--- src/hw/nvmpr_pkg.sv ---
package nvmpr_pkg;

  // ---------------------------------------------------------------
  // widths
  // ---------------------------------------------------------------
  localparam int ADDR_W      = 22;
  localparam int DATA_W      = 16;
  localparam int PA_W        = 17;
  localparam int TBL_DATA_W  = 8;
  localparam int USER_BLOCKS = 4;
  localparam int SYNC_STAGES = 2;

  // ---------------------------------------------------------------
  // register offsets
  // ---------------------------------------------------------------
  localparam logic [ADDR_W-1:0] CP_CFG_ADDR   = 22'h300008;
  localparam logic [ADDR_W-1:0] TRG_CFG_ADDR  = 22'h30000a;
  localparam logic [ADDR_W-1:0] BLK_STAT_ADDR = 22'h300100;
  localparam logic [ADDR_W-1:0] BLK_DST_ADDR  = 22'h300102;
  localparam logic [ADDR_W-1:0] BLK_CNT_ADDR  = 22'h300104;
  localparam logic [ADDR_W-1:0] REV_ADDR      = 22'h3ffffc;
  localparam logic [ADDR_W-1:0] ID_ADDR       = 22'h3ffffe;

  // ---------------------------------------------------------------
  // field positions and reset values
  // ---------------------------------------------------------------
  localparam int DPROT_BIT      = 1;
  localparam int PPROT_BIT      = 0;
  localparam int BOOT_GUARD_BIT = 9;
  localparam int USER_GUARD_LSB = 0;
  localparam int FAMILY_LSB     = 12;
  localparam int MAJOR_LSB      = 6;
  localparam int MINOR_LSB      = 0;
  localparam int FAMILY_W       = 4;
  localparam int MAJOR_W        = 6;
  localparam int MINOR_W        = 6;
  localparam int BLK_STAT_BIT   = 0;

  localparam logic [FAMILY_W-1:0] FAMILY_PATTERN = 4'h6;   // arbitrary family pattern
  localparam logic [1:0]          CP_CFG_RST     = 2'h3;
  localparam logic [DATA_W-1:0]   TRG_CFG_RST    = 16'h020f;
  localparam logic [DATA_W-1:0]   TRG_CFG_WMASK  = 16'h020f;

  // ---------------------------------------------------------------
  // types
  // ---------------------------------------------------------------
  typedef enum logic [2:0] {
    NVMPR_RGN_USER0 = 3'b000,
    NVMPR_RGN_USER1 = 3'b001,
    NVMPR_RGN_USER2 = 3'b010,
    NVMPR_RGN_USER3 = 3'b011,
    NVMPR_RGN_BOOT  = 3'b100,
    NVMPR_RGN_OPEN  = 3'b111
  } nvmpr_region_e;

  typedef struct packed {
    logic            vld;
    logic [PA_W-1:0] src_addr;
    logic [PA_W-1:0] dst_addr;
  } nvmpr_tbl_req_s;

  typedef struct packed {
    logic                  vld;
    logic                  blocked;
    logic [PA_W-1:0]       dst_addr;
    logic [TBL_DATA_W-1:0] data;
  } nvmpr_tbl_rsp_s;

endpackage : nvmpr_pkg

--- src/hw/nvmpr_guard.sv ---
`timescale 1ns/100ps
module nvmpr_guard #(
  parameter logic [nvmpr_pkg::PA_W-1:0] BOOT_SIZE = 17'h00800,
  parameter int                         BLK_SHIFT = 14
) (
  input  wire logic                                   sys_clk_i,        // system clock
  input  wire logic                                   rst_i,            // async reset, high
  input  wire nvmpr_pkg::nvmpr_tbl_req_s              req_i,            // table read request
  input  wire logic [nvmpr_pkg::TBL_DATA_W-1:0]       mem_data_i,       // raw memory byte
  input  wire logic                                   boot_guard_n_i,   // boot block guard, 0 guards
  input  wire logic [nvmpr_pkg::USER_BLOCKS-1:0]      user_guard_n_i,   // user block guards, 0 guards
  output nvmpr_pkg::nvmpr_tbl_rsp_s                   rsp_o             // registered answer
);
  import nvmpr_pkg::*;

  // ---------------------------------------------------------------
  // region decode
  // ---------------------------------------------------------------
  function automatic nvmpr_region_e region_of(input logic [PA_W-1:0] a);
    logic [PA_W-1:0] blk;
    blk = a >> BLK_SHIFT;
    if (a < BOOT_SIZE) begin
      region_of = NVMPR_RGN_BOOT;
    end else if (blk < PA_W'(USER_BLOCKS)) begin
      region_of = nvmpr_region_e'({1'b0, blk[1:0]});
    end else begin
      region_of = NVMPR_RGN_OPEN;
    end
  endfunction : region_of

  nvmpr_region_e  src_rgn;
  nvmpr_region_e  dst_rgn;
  logic           dst_open_n;
  logic           rd_blocked;
  nvmpr_tbl_rsp_s rsp_next;

  assign src_rgn = region_of(req_i.src_addr);
  assign dst_rgn = region_of(req_i.dst_addr);
  // reads from inside the block itself are never guarded
  assign dst_open_n = (dst_rgn == NVMPR_RGN_BOOT) ? boot_guard_n_i :
                      (dst_rgn == NVMPR_RGN_OPEN) ? 1'b1 :
                      user_guard_n_i[dst_rgn[1:0]];
  assign rd_blocked = req_i.vld && (src_rgn != dst_rgn) && !dst_open_n;

  assign rsp_next.vld      = req_i.vld;
  assign rsp_next.blocked  = rd_blocked;
  assign rsp_next.dst_addr = req_i.dst_addr;
  assign rsp_next.data     = rd_blocked ? '0 : mem_data_i;

  always_ff @(posedge sys_clk_i or posedge rst_i) begin
    if (rst_i) begin
      rsp_o <= '0;
    end else begin
      rsp_o <= rsp_next;
    end
  end
endmodule : nvmpr_guard

--- src/hw/nvmpr_top.sv ---
// Notes on behaviour
// - data memory protected while its flag is 0
// - program memory protected while its flag is 0
// - boot guard 0 blocks foreign table reads
// - user block guard 0 blocks foreign reads
// - guard flags at bit 9 and 3:0
// - identity word read only at top address
// - revision bits 15:12 fixed family pattern
// - revision bits 11:6 hold major revision
// - revision bits 5:0 hold minor revision
// - protect flags bits 1,0, read only, reset 1
//
// The plain strobed port is this design's own decision.
`timescale 1ns/100ps
module nvmpr_top #(
  parameter logic [nvmpr_pkg::DATA_W-1:0]  PART_ID   = 16'h5a3c,    // arbitrary identity value
  parameter logic [nvmpr_pkg::MAJOR_W-1:0] MAJOR_REV = 6'h03,    // arbitrary revision value
  parameter logic [nvmpr_pkg::MINOR_W-1:0] MINOR_REV = 6'h01,
  parameter logic [nvmpr_pkg::PA_W-1:0]    BOOT_SIZE = 17'h00800,
  parameter int                            BLK_SHIFT = 14
) (
  input  wire logic                                 sys_clk_i,          // system clock
  input  wire logic                                 rst_i,              // async reset, high
  input  wire logic [nvmpr_pkg::ADDR_W-1:0]         reg_addr_i,         // register address
  input  wire logic [nvmpr_pkg::DATA_W-1:0]         reg_wdata_i,        // register write data
  input  wire logic                                 reg_wr_i,           // write strobe
  input  wire logic                                 reg_rd_i,           // read strobe
  output logic      [nvmpr_pkg::DATA_W-1:0]         reg_rdata_o,        // read data, next cycle
  input  wire logic [1:0]                           cp_strap_i,         // stored protect flags
  input  wire nvmpr_pkg::nvmpr_tbl_req_s            tbl_req_i,          // table read request
  input  wire logic [nvmpr_pkg::TBL_DATA_W-1:0]     tbl_mem_data_i,     // memory byte for request
  output nvmpr_pkg::nvmpr_tbl_rsp_s                 tbl_rsp_o,          // table read answer
  output logic                                      data_mem_protect_o, // data memory protected
  output logic                                      prog_mem_protect_o  // program memory protected
);
  import nvmpr_pkg::*;

  // ---------------------------------------------------------------
  // state
  // ---------------------------------------------------------------
  logic [1:0]        cp_sync1_reg;
  logic [1:0]        cp_sync2_reg;
  logic [1:0]        code_protect_config_reg;
  logic              data_prot_reg;
  logic              prog_prot_reg;
  logic [DATA_W-1:0] table_read_guard_config_reg;
  logic [DATA_W-1:0] table_read_guard_config_next;
  logic              blk_stat_reg;
  logic              blk_stat_next;
  logic [PA_W-1:0]   blk_dst_reg;
  logic [PA_W-1:0]   blk_dst_next;
  logic [DATA_W-1:0] blk_cnt_reg;
  logic [DATA_W-1:0] blk_cnt_next;
  logic [DATA_W-1:0] rdata_reg;
  logic [DATA_W-1:0] rdata_next;

  // ---------------------------------------------------------------
  // address decode
  // ---------------------------------------------------------------
  wire sel_cp   = (reg_addr_i == CP_CFG_ADDR);
  wire sel_trg  = (reg_addr_i == TRG_CFG_ADDR);
  wire sel_stat = (reg_addr_i == BLK_STAT_ADDR);
  wire sel_dst  = (reg_addr_i == BLK_DST_ADDR);
  wire sel_cnt  = (reg_addr_i == BLK_CNT_ADDR);
  wire sel_rev  = (reg_addr_i == REV_ADDR);
  wire sel_id   = (reg_addr_i == ID_ADDR);

  wire wr_trg  = reg_wr_i && sel_trg;
  wire wr_stat = reg_wr_i && sel_stat;
  wire wr_cnt  = reg_wr_i && sel_cnt;

  // ---------------------------------------------------------------
  // fixed identification words
  // ---------------------------------------------------------------
  wire [DATA_W-1:0] rev_word = {FAMILY_PATTERN, MAJOR_REV, MINOR_REV};
  wire [DATA_W-1:0] id_word  = PART_ID;

  // ---------------------------------------------------------------
  // guard flags
  // ---------------------------------------------------------------
  wire                   boot_block_read_guard_n = table_read_guard_config_reg[BOOT_GUARD_BIT];
  wire [USER_BLOCKS-1:0] user_block_read_guard_n =
    table_read_guard_config_reg[USER_GUARD_LSB +: USER_BLOCKS];

  // only the guard bits hold state; the rest read as zero
  assign table_read_guard_config_next = wr_trg ? (reg_wdata_i & TRG_CFG_WMASK)
                                               : table_read_guard_config_reg;

  // ---------------------------------------------------------------
  // table read path
  // ---------------------------------------------------------------
  nvmpr_guard #(
    .BOOT_SIZE (BOOT_SIZE),
    .BLK_SHIFT (BLK_SHIFT)
  ) u_guard (
    .sys_clk_i      (sys_clk_i),
    .rst_i          (rst_i),
    .req_i          (tbl_req_i),
    .mem_data_i     (tbl_mem_data_i),
    .boot_guard_n_i (boot_block_read_guard_n),
    .user_guard_n_i (user_block_read_guard_n),
    .rsp_o          (tbl_rsp_o)
  );

  // ---------------------------------------------------------------
  // blocked read record
  // ---------------------------------------------------------------
  wire blk_evt = tbl_rsp_o.vld && tbl_rsp_o.blocked;
  wire cnt_full = (blk_cnt_reg == {DATA_W{1'b1}});

  // a new blocked read in the clearing cycle keeps the flag set
  assign blk_stat_next = blk_evt || (blk_stat_reg && !(wr_stat && reg_wdata_i[BLK_STAT_BIT]));
  assign blk_dst_next  = blk_evt ? tbl_rsp_o.dst_addr : blk_dst_reg;
  // counter saturates so software never sees a wrap to zero
  assign blk_cnt_next  = (wr_cnt && blk_evt) ? DATA_W'(1) :
                         wr_cnt              ? '0 :
                         (blk_evt && !cnt_full) ? blk_cnt_reg + DATA_W'(1) :
                         blk_cnt_reg;

  // ---------------------------------------------------------------
  // read data
  // ---------------------------------------------------------------
  wire [DATA_W-1:0] cp_word   = {{(DATA_W-2){1'b0}}, code_protect_config_reg};
  wire [DATA_W-1:0] stat_word = {{(DATA_W-1){1'b0}}, blk_stat_reg};
  wire [DATA_W-1:0] dst_word  = blk_dst_reg[DATA_W-1:0];

  // unmapped addresses answer zero; data stands for one cycle only
  wire [DATA_W-1:0] rd_mux = sel_cp   ? cp_word :
                             sel_trg  ? table_read_guard_config_reg :
                             sel_stat ? stat_word :
                             sel_dst  ? dst_word :
                             sel_cnt  ? blk_cnt_reg :
                             sel_rev  ? rev_word :
                             sel_id   ? id_word :
                             '0;
  assign rdata_next = reg_rd_i ? rd_mux : '0;

  // ---------------------------------------------------------------
  // protect flag capture
  // ---------------------------------------------------------------
  // stored flags arrive from outside this clock, hence two stages
  always_ff @(posedge sys_clk_i or posedge rst_i) begin
    if (rst_i) begin
      cp_sync1_reg <= CP_CFG_RST;
      cp_sync2_reg <= CP_CFG_RST;
    end else begin
      cp_sync1_reg <= cp_strap_i;
      cp_sync2_reg <= cp_sync1_reg;
    end
  end

  // bus writes never reach these: read only from software
  always_ff @(posedge sys_clk_i or posedge rst_i) begin
    if (rst_i) begin
      code_protect_config_reg <= CP_CFG_RST;
      data_prot_reg           <= 1'b0;
      prog_prot_reg           <= 1'b0;
    end else begin
      code_protect_config_reg <= cp_sync2_reg;
      data_prot_reg           <= !cp_sync2_reg[DPROT_BIT];
      prog_prot_reg           <= !cp_sync2_reg[PPROT_BIT];
    end
  end

  // ---------------------------------------------------------------
  // software registers
  // ---------------------------------------------------------------
  always_ff @(posedge sys_clk_i or posedge rst_i) begin
    if (rst_i) begin
      table_read_guard_config_reg <= TRG_CFG_RST;
      rdata_reg                   <= '0;
    end else begin
      table_read_guard_config_reg <= table_read_guard_config_next;
      rdata_reg                   <= rdata_next;
    end
  end

  always_ff @(posedge sys_clk_i or posedge rst_i) begin
    if (rst_i) begin
      blk_stat_reg <= 1'b0;
      blk_dst_reg  <= '0;
      blk_cnt_reg  <= '0;
    end else begin
      blk_stat_reg <= blk_stat_next;
      blk_dst_reg  <= blk_dst_next;
      blk_cnt_reg  <= blk_cnt_next;
    end
  end

  // ---------------------------------------------------------------
  // outputs
  // ---------------------------------------------------------------
  assign reg_rdata_o        = rdata_reg;
  assign data_mem_protect_o = data_prot_reg;
  assign prog_mem_protect_o = prog_prot_reg;
endmodule : nvmpr_top

--- config.mk ---
export PLATFORM = sky130hd
export DESIGN_NAME = nvmpr_top
export DESIGN_NICKNAME = d
export VERILOG_FILES = /design/src/hw/nvmpr_pkg.sv /design/src/hw/nvmpr_guard.sv /design/src/hw/nvmpr_top.sv
export SDC_FILE = /design/constraint.sdc
export NUM_CORES = 1
export LEC_CHECK = 0
export BUFFER_PORTS_ARGS = -buffer_cell sky130_fd_sc_hd__buf_2
export CAP_MARGIN = 25
export CORE_ASPECT_RATIO = 1.4
export CORE_MARGIN = 4
export CORE_UTILIZATION = 45
export CTS_CLUSTER_DIAMETER = 30
export DETAILED_ROUTE_END_ITERATION = 10
export GPL_TIMING_DRIVEN = 1
export PLACE_DENSITY = 0.76
export SYNTH_ARGS = -nofsm -noshare
export SYNTH_HDL_FRONTEND = slang
export SYNTH_SLANG_ARGS = --single-unit
--- constraint.sdc ---
create_clock -name sys_clk_i -period 2.7 [get_ports sys_clk_i]
set_input_delay 0.405 -clock sys_clk_i [delete_from_list [all_inputs] [get_ports sys_clk_i]]
set_output_delay 0.405 -clock sys_clk_i [all_outputs]
set_load 0.02 [all_outputs]
== Yosys cells after proc, flatten, opt, wreduce, memory -nomap -nowiden ==
Index checks and enable logic that the tools add are counted.
Widths: inputs -> output; s select.

* Bits in registers: 89
* Input port bits: 87
* Output and inout port bits: 45

* Add/sub/neg operators: 1
* $lt $le $gt $ge: 5
* Equality and inequality tests: 11
* Mux-type cells: 20
* Reductions and logical operators: 17

{| class="wikitable"
|+ Operator list
! cell !! count
|-
| $eq 22x22->1 const B || 7
|-
| $mux 16 || 9
|-
| $lt 17x12->1 const B || 2
|-
| $mux 15 || 2
|-
| $add 16x1->16 const B || 1
|-
| $eq 16x16->1 const B || 1
|-
| $mux 3 || 4
|-
| $logic_and 1x1->1 || 10
|-
| $mux 8 || 1
|-
| $eq 3x3->1 const B || 2
|-
| $lt 3x3->1 const B || 2
|-
| $logic_not 1->1 || 5
|-
| $lt 2x3->1 const B || 1
|-
| $mux 1 || 3
|-
| $ne 3x3->1 || 1
|-
| $reduce_bool 3->1 || 1
|-
| $bmux 1 s2 || 1
|-
| $logic_or 1x1->1 || 1
|}

== Logic depth before layout (Yosys ltp) ==
Gate-level depths: netlist (run 1).

* Depth after elaboration: 10
* Mapped depth: 7
* Gate-level depth less buffers: 6

== Hierarchy ==
From an unflattened synthesis (run 1), not the netlist that was laid out.

* Cell total of the unflattened synthesis: 344
* Area, all modules: 3960.0 um^2

{| class="wikitable"
|+ Modules (own cells, without submodules)
! module !! instances !! cells an instance !! area an instance (um^2)
|-
| nvmpr_top || 1 || 270 || 2990.4
|-
| nvmpr_guard || 1 || 74 || 969.7
|}

== Worst setup path after synthesis (run 1) ==
OpenSTA, ideal clock, no wires.

* Path kind: input -> register
* Start: input tbl_req_i[15] (netlist bit)
* End: register u_guard.rsp_o[0] (netlist bit)
* Data arrival time: 1.852 ns
* Data required time: 2.560 ns
* Path slack: 0.708 ns
* Cell stages on the path: 5
* Buffers on the path: 0
* Cells stage by stage: or4_1 > nor2_2 > mux2_2 > a2111oi_4 > nor2b_1

{| class="wikitable"
|+ RTL lines
! item !! line !! source
|-
| start, declared || nvmpr_top.sv:30 || <nowiki>input wire nvmpr_pkg::nvmpr_tbl_req_s tbl_req_i,</nowiki>
|-
| end signal, assigned || nvmpr_guard.sv:54 || <nowiki>rsp_o <= rsp_next;</nowiki>
|-
| end, declared || nvmpr_guard.sv:12 || <nowiki>output nvmpr_pkg::nvmpr_tbl_rsp_s rsp_o</nowiki>
|}

==> tab_implementation.tex, run 1 <==
\begin{tabular}{lr}
\hline
Metric & Value \\
\hline
\multicolumn{2}{l}{\textbf{Run status}} \\
Outcome & completed \\
\multicolumn{2}{l}{\textbf{Setup path}} \\
Data required time at the worst endpoint & 2.90 ns \\
Category of the most critical setup path & in2reg \\
Critical path startpoint category & primary input \\
Crit end category & flip-flop \\
Highest fanout seen on the critical path & 9 \\
CP arrival & 2.15 ns \\
\multicolumn{2}{l}{\textbf{Synth}} \\
Flops \& latches, synth & 89 \\
Most area-hungry cell type in the Yosys netlist & dfrtp\_1 \\
Register area share after synthesis & 0.590 \\
Number of instances in the synthesized netlist & 310 \\
Share of the synthesized area in the top cell type & 0.513 \\
Post-Syn Nets & 398 \\
Ys async rst share & 1.00 \\
Post-Synthesis Mean Instance Area & 12.3 µm² \\
Primary FF master, synth & dfrtp\_1 \\
Number of synthesized flops with an enable pin & 0 \\
Synth warn & 0 \\
Leading cell types by total area after synthesis & dfrtp\_1, dfstp\_2, mux2\_2, xnor2\_1, nor2\_1 \\
Distinct cell type count of the synthesized netlist & 58 \\
Netlist area before placement & 3800 µm² \\
\multicolumn{2}{l}{\textbf{Clock network}} \\
Cells resized by post-CTS repair & 0 \\
Clock-pin slew reported for the worst setup and hold paths after clock tree synthesis & 0.06 ns \\
Source-to-sink clock delay at the later pin of the worst-skew pair & 0.34 ns \\
Clk buf depth & 2 \\
TritonCTS clock tree & built \\
Number of hold buffers added after CTS & 0 \\
Number of clock buffers inserted by TritonCTS & 9 \\
Number of buffers inserted by post-CTS setup repair & 0 \\
Clk sink count & 89 \\
Buffer cell driving the clock tree root & clkbuf\_16 \\
Htree depth & 3 \\
\multicolumn{2}{l}{\textbf{Final layout}} \\
Finished Core Util & 0.583 \\
Area added between synthesis and finish & 25.7\% \\
Antenna Cells & 0 \\
Net count, final & 514 \\
Top register by number of flip-flops & u\_guard.rsp\_o \\
Flip-flop count of the largest register after layout & 27 \\
Layout cells sized above 1 & 0.406 \\
\multicolumn{2}{l}{\textbf{Place}} \\
Number of buffer cells added on primary ports & 109 \\
Last weighted congestion value of the routability-driven placer & 0.835 \\
Pre-CTS setup slack & 0.343 ns \\
Detailed placement HPWL & 6.40 mm \\
\multicolumn{2}{l}{\textbf{STA}} \\
Worst Max-Slew Pin Slew & 0.546 ns \\
Sum of negative setup slack & 0 ns \\
Count of final setup violators & 0 \\
Final Critical Period & 1.95 ns \\
Post-route fraction of the period consumed by the critical path & 0.722 \\
Min setup slack post-route & 0.751 ns \\
Peak Freq & 513 MHz \\
Tightest slew margin relative to the limit & 0.636 \\
Worst clock skew & 0.00963 ns \\
Final hold vios & 0 \\
Number of max-slew violations in the final report & 0 \\
Hold\_ws & 0.164 ns \\
Unrepaired setup endpoints after global routing & false \\
\multicolumn{2}{l}{\textbf{GRT}} \\
First-pass GRT wire length & 14.0 mm \\
Pin count of the biggest net entering global routing & 90 \\
Busiest grt layer & met2 \\
Number of antenna violations at the first check in global routing & 0 \\
Global-route met3 utilization & 0.0508 \\
Total GRT Usage & 0.181 \\
Global-route met1 utilization & 0.211 \\
Met2 Use GR & 0.302 \\
Overall overflow remaining after global route & 0 \\
Via count of the first global-routing pass & 3026 \\
\multicolumn{2}{l}{\textbf{Power and ir drop}} \\
Cell Pwr Density & 735 nW/µm² \\
Max rail drop VDD & 0.000464 V \\
Leakage & 2.17 nW \\
\multicolumn{2}{l}{\textbf{Drt}} \\
Iter 0 DRT Violations & 187 \\
Number of nets still failing antenna checks after routing & 0 \\
Residual DRC count & 0 \\
Detailed-route vias per instance & 5.38 \\
WL/cell & 15.9 µm \\
DR pass1 iterations & 6 \\
Drt total wl & 8.48 mm \\
Via Count & 2868 \\
\multicolumn{2}{l}{\textbf{Die}} \\
Core outline area & 8200 µm² \\
Horiz. Die Dim & 85.7 µm \\
Row count & 39 \\
Initial Utilization & 0.464 \\
Area of the die & 10000 µm² \\
I/O pin total & 132 \\
Chip height & 117 µm \\
\multicolumn{2}{l}{\textbf{Min path}} \\
HP Class & in2reg \\
\multicolumn{2}{l}{\textbf{Run}} \\
Max-cap violations & 0 \\
\hline
\end{tabular}
==> stage by stage <==
| stage | cell area, µm² | instances | power (W) |
|---|---|---|---|
| final | 4780 | 533 | 0.00351 |
| after global routing | 4780 | 533 | 0.00370 |
| after CTS | 4780 | 533 | 0.00353 |
| after detailed placement | 4490 | 517 | 0.00234 |
| after global placement | 4490 | 517 | 0.00231 |
| after floorplan | 3800 | 310 | 0.00212 |
==> critical path, stage by stage <==
cell,delay (ns)
buf_2,0.15
or4_1,0.55
nor2_2,0.14
mux2_2,0.37
a2111oi_4,0.44
nor2b_1,0.09
==> where the power goes <==
group          total [W]  internal [W]  leakage, nW  switching (W)
Sequential       0.00174       0.00153         1.05       0.000211
Combinational   0.000577      0.000278        0.979       0.000299
Clock            0.00119      0.000684        0.141       0.000511
==> final timing paths <==
path                                           startpoint               end  slack (ns)  cells past startpoint
max                                         tbl_req_i[15]  u_guard.rsp_o[7]        0.75                      6
min                                         cp_strap_i[0]   cp_sync1_reg[0]        0.16                      1
max reg2reg                table_read_guard_config_reg[3]  u_guard.rsp_o[7]        0.89                      4
min reg2reg                               cp_sync1_reg[0]   cp_sync2_reg[0]        0.36                      0
max in group asynchronous                           rst_i   cp_sync2_reg[1]        2.18                      3
min in group asynchronous                           rst_i    blk_cnt_reg[5]        0.17                      3
==> cell usage after synthesis (2+ instances only) <==
library cell and number:
a211oi_1 4, a21oi_1 15, a221oi_1 4, a22oi_1 3, and2_1 2, and3_1 3, and4_1 2, buf_2 7
clkbuf_1 2, dfrtp_1 78, dfstp_2 11, inv_1 6, mux2_1 5, mux2_2 17, mux2i_1 4, nand2_1 12
nand2b_1 4, nand3_1 7, nand4_1 10, nor2_1 26, nor2b_1 10, nor3_1 10, nor4_1 6, nor4_2 3
nor4_4 2, o21ai_0 4, o21ai_1 6, o2bb2ai_1 4, or3_1 2, or4_1 2, xnor2_1 12
==> layout by cell type (no fill, tap or decap), types with 5 or more instances in the layout <==
| cell | count |
|---|---|
| a21oi_1 | 15 |
| buf_2 | 109 |
| buf_4 | 6 |
| clkbuf_16 | 9 |
| dfrtp_1 | 78 |
| dfstp_2 | 11 |
| inv_1 | 5 |
| mux2_1 | 5 |
| mux2_2 | 17 |
| nand2_1 | 12 |
| nand3_1 | 7 |
| nand4_1 | 10 |
| nor2_1 | 26 |
| nor2b_1 | 10 |
| nor3_1 | 10 |
| nor4_1 | 6 |
| o21ai_1 | 6 |
| xnor2_1 | 12 |
==> cells by family (layout without fill, tap and decap cells) <==
kind of cell,count (synthesis),count (layout),synth area share
flops,89,89,0.590
simple gates,116,116,0.188
xor+xnor,13,13,0.0300
buf+inv,17,138,0.0201
compound gates,47,47,0.0879
fa+ha+maj,1,1,0.00329
mux,27,27,0.0816
==> layout make-up <==
type	count	area (µm²)
multi-input cells	204	1480
inverters	6	23.8
flip-flops and latches	89	2240
well taps	102	128
clock inverters	4	36.3
fillers	675	3420
clock buffers	12	256
repair buffers	116	611
==> metal layers <==
layer	vias up	part of all wire
met4	0	0.031
met2	119	0.50
met1	1364	0.39
met5	-	0
met3	23	0.073
li1	1362	-
(Power assumes the default switching activity.)
==> run 2: changes to the inputs <==
--- a/config.mk
+++ b/config.mk
@@ -9,11 +9,11 @@
 export CAP_MARGIN = 25
 export CORE_ASPECT_RATIO = 1.4
 export CORE_MARGIN = 4
-export CORE_UTILIZATION = 45
+export CORE_UTILIZATION = 50
 export CTS_CLUSTER_DIAMETER = 30
 export DETAILED_ROUTE_END_ITERATION = 10
 export GPL_TIMING_DRIVEN = 1
-export PLACE_DENSITY = 0.76
+export PLACE_DENSITY = 0.8
 export SYNTH_ARGS = -nofsm -noshare
 export SYNTH_HDL_FRONTEND = slang
 export SYNTH_SLANG_ARGS = --single-unit
==> constraint.sdc (replaced) <==
create_clock -name sys_clk_i -period 2 [get_ports sys_clk_i]
set_input_delay 0.3 -clock sys_clk_i [delete_from_list [all_inputs] [get_ports sys_clk_i]]
set_output_delay 0.3 -clock sys_clk_i [all_outputs]
set_load 0.02 [all_outputs]
==> run 2 against run 1 <==
Effect of this change:
- worst hold slack lost 0.13 ns
- non-clock buffer count increased by 7
- register-to-register slack lost 0.69 ns
- highest routed layer unchanged
- critical path type is now reg2reg
- critical endpoint is now blk_cnt_reg[11]
- critical path depth unchanged
==> tab_implementation.tex, run 2 (synthesized netlist as in run 1, its figures left out) <==
\begin{tabular}{lr}
\hline
Metric & Value \\
\hline
\multicolumn{2}{l}{\textbf{STA}} \\
Unrepaired setup endpoints after global routing & false \\
Worst clock skew & 0.0108 ns (+0.00121 ns) \\
Peak Freq & 555 MHz \\
Number of max-slew violations in the final report & 0 (unchanged) \\
Post-route fraction of the period consumed by the critical path & 0.901 \\
Tightest slew margin relative to the limit & 0.670 (+0.0345) \\
Final hold vios & 0 (unchanged) \\
Sum of negative setup slack & 0 ns (unchanged) \\
Count of final setup violators & 0 (unchanged) \\
Worst Max-Slew Pin Slew & 0.490 ns (-0.0562 ns) \\
Final Critical Period & 1.80 ns \\
\multicolumn{2}{l}{\textbf{GRT}} \\
Via count of the first global-routing pass & 2947 (-2.6\%) \\
Met2 Use GR & 0.340 (+0.0382) \\
Total GRT Usage & 0.207 (+0.0256) \\
Global-route met1 utilization & 0.243 (+0.0316) \\
Overall overflow remaining after global route & 0 (unchanged) \\
First-pass GRT wire length & 14.3 mm (+2.1\%) \\
Busiest grt layer & met2 \\
Pin count of the biggest net entering global routing & 90 (unchanged) \\
Global-route met3 utilization & 0.0626 (+0.0118) \\
Number of antenna violations at the first check in global routing & 0 (unchanged) \\
\multicolumn{2}{l}{\textbf{Power and ir drop}} \\
Cell Pwr Density & 919 nW/µm² (+25\%) \\
Leakage & 2.15 nW (-0.61\%) \\
Max rail drop VDD & 0.000622 V (+34\%) \\
\multicolumn{2}{l}{\textbf{Place}} \\
Detailed placement HPWL & 6.56 mm (+2.6\%) \\
Number of buffer cells added on primary ports & 109 (unchanged) \\
Last weighted congestion value of the routability-driven placer & 0.863 (+3.3\%) \\
Placed cell count & 519 (+0.39\%) \\
\multicolumn{2}{l}{\textbf{Run}} \\
Max-cap violations & 0 (unchanged) \\
\multicolumn{2}{l}{\textbf{Clock network}} \\
Clock-pin slew reported for the worst setup and hold paths after clock tree synthesis & 0.09 ns (+0.03 ns) \\
Clk sink count & 89 (unchanged) \\
Cells resized by post-CTS repair & 0 (unchanged) \\
TritonCTS clock tree & built \\
Htree depth & 3 (unchanged) \\
Buffer cell driving the clock tree root & clkbuf\_8 \\
Number of hold buffers added after CTS & 0 (unchanged) \\
Source-to-sink clock delay at the later pin of the worst-skew pair & 0.36 ns (+0.02 ns) \\
Number of clock buffers inserted by TritonCTS & 9 (unchanged) \\
Number of buffers inserted by post-CTS setup repair & 0 (unchanged) \\
Clk buf depth & 2 (unchanged) \\
\multicolumn{2}{l}{\textbf{Final layout}} \\
Top register by number of flip-flops & u\_guard.rsp\_o \\
Layout cells sized above 1 & 0.416 (+0.0104) \\
Fin cells & 534 (+0.19\%) \\
Most frequent cells in the layout & buf\_2, dfrtp\_1, nor2\_1 \\
Flip-flop count of the largest register after layout & 27 (unchanged) \\
Most common cell after layout, fill and taps aside & buf\_2 \\
Area added between synthesis and finish & 24.7\% \\
Antenna Cells & 0 (unchanged) \\
Net count, final & 521 (+1.4\%) \\
\multicolumn{2}{l}{\textbf{Drt}} \\
Via Count & 2973 (+3.7\%) \\
Iter 0 DRT Violations & 272 (+45\%) \\
WL/cell & 16.3 µm (+2.2\%) \\
Residual DRC count & 0 (unchanged) \\
Detailed-route vias per instance & 5.57 (+3.5\%) \\
Drt total wl & 8.68 mm (+2.4\%) \\
DR pass1 iterations & 4 (-2) \\
Number of nets still failing antenna checks after routing & 0 (unchanged) \\
\multicolumn{2}{l}{\textbf{Die}} \\
Area of the die & 9080 µm² (-9.2\%) \\
Core outline area & 7360 µm² (-10\%) \\
I/O pin total & 132 (unchanged) \\
Chip height & 111 µm (-4.8\%) \\
Initial Utilization & 0.516 (+0.0527) \\
Row count & 37 (-5.1\%) \\
Horiz. Die Dim & 81.7 µm (-4.7\%) \\
\multicolumn{2}{l}{\textbf{Setup path}} \\
CP arrival & 2.09 ns (-0.06 ns) \\
Critical path startpoint category & flip-flop \\
Crit end category & flip-flop \\
Buffers plus inverters on the worst setup path & 0 (-1) \\
Critical Path, Cell by Cell & ha\_1 -> nand4\_1 -> nor4\_1 -> nand2b\_1 -> or4\_1 -> a21oi\_1 \\
Delay-heaviest family, CP & simple AND/OR/NAND/NOR gates \\
FF-to-FF setup slack & 0.20 ns (-0.69 ns) \\
Largest incremental delay on the critical path & 0.50 ns (-0.05 ns) \\
Data required time at the worst endpoint & 2.29 ns (-0.61 ns) \\
Category of the most critical setup path & reg2reg \\
Cell with the biggest individual delay on the critical path & or4\_1 \\
Highest fanout seen on the critical path & 6 (-3) \\
\multicolumn{2}{l}{\textbf{Run status}} \\
Outcome & completed \\
\multicolumn{2}{l}{\textbf{Min path}} \\
HP Class & in2reg \\
\hline
\end{tabular}
[run 2: cell types whose count changed in the layout (fill, tap and decap cells not counted), sizes merged]
cell / change
clkbuf: -3
buf: +7
inv: +1
clkinv: -1
clkinvlp: +1
bufinv: +1
[run 2: final cells by class]
type | instances | area [µm²]
Fill cell | 574 | 2620
Sequential cell | 89 | 2240
Multi-Input combinational cell | 204 | 1480
Timing Repair Buffer | 123 | 676
Clock buffer | 9 | 124
Tap cell | 97 | 121
Clock inverter | 6 | 67.6
Inverter | 6 | 26.3
[run 2: final timing paths]
| check | startpoint | end | depth (start not counted) |
|---|---|---|---|
| hold reg to reg | cp_sync1_reg[0] | cp_sync2_reg[0] | 0 |
| hold / removal | cp_strap_i[0] | cp_sync1_reg[0] | 1 |
| min in group asynchronous | rst_i | reg_rdata_o[1] | 3 |
| max in group asynchronous | rst_i | table_read_guard_config_reg[9] | 3 |
| setup reg to reg | blk_cnt_reg[0] | blk_cnt_reg[11] | 6 |
| setup / recovery | blk_cnt_reg[0] | blk_cnt_reg[11] | 6 |
[run 2: layer usage]
layer  wire [µm]  part of all wire  vias to the layer above
met2        4580              0.53                      123
met3         652             0.075                       25
met4         301             0.035                        0
met5           0                 0                        -
li1            -                 -                     1382
met1        3150              0.36                     1443
[run 2: per-stage QoR]
stage / power [W] / worst slack, ns / hold slack [ns] / area, µm² / utilization
final: 0.00436 / 0.197 / 0.0379 / 4740 / 0.644
after global routing: 0.00462 / 0.0604 / 0.00667 / 4740 / 0.644
after CTS: 0.00439 / 0.194 / 0.0151 / 4740 / 0.644
after detailed placement: 0.00317 / -0.0424 / 0.349 / 4550 / 0.618
after global placement: 0.00311 / -0.00498 / 0.345 / 4550 / 0.618
after floorplan: 0.00287 / 0.113 / 0.304 / 3800 / -
[run 2: where the power goes]
part           internal, W  switching, W  leakage, nW
clock network     0.000579      0.000631       0.0974
logic             0.000379      0.000409         1.01
registers          0.00206      0.000297         1.05
total              0.00302       0.00134         2.15
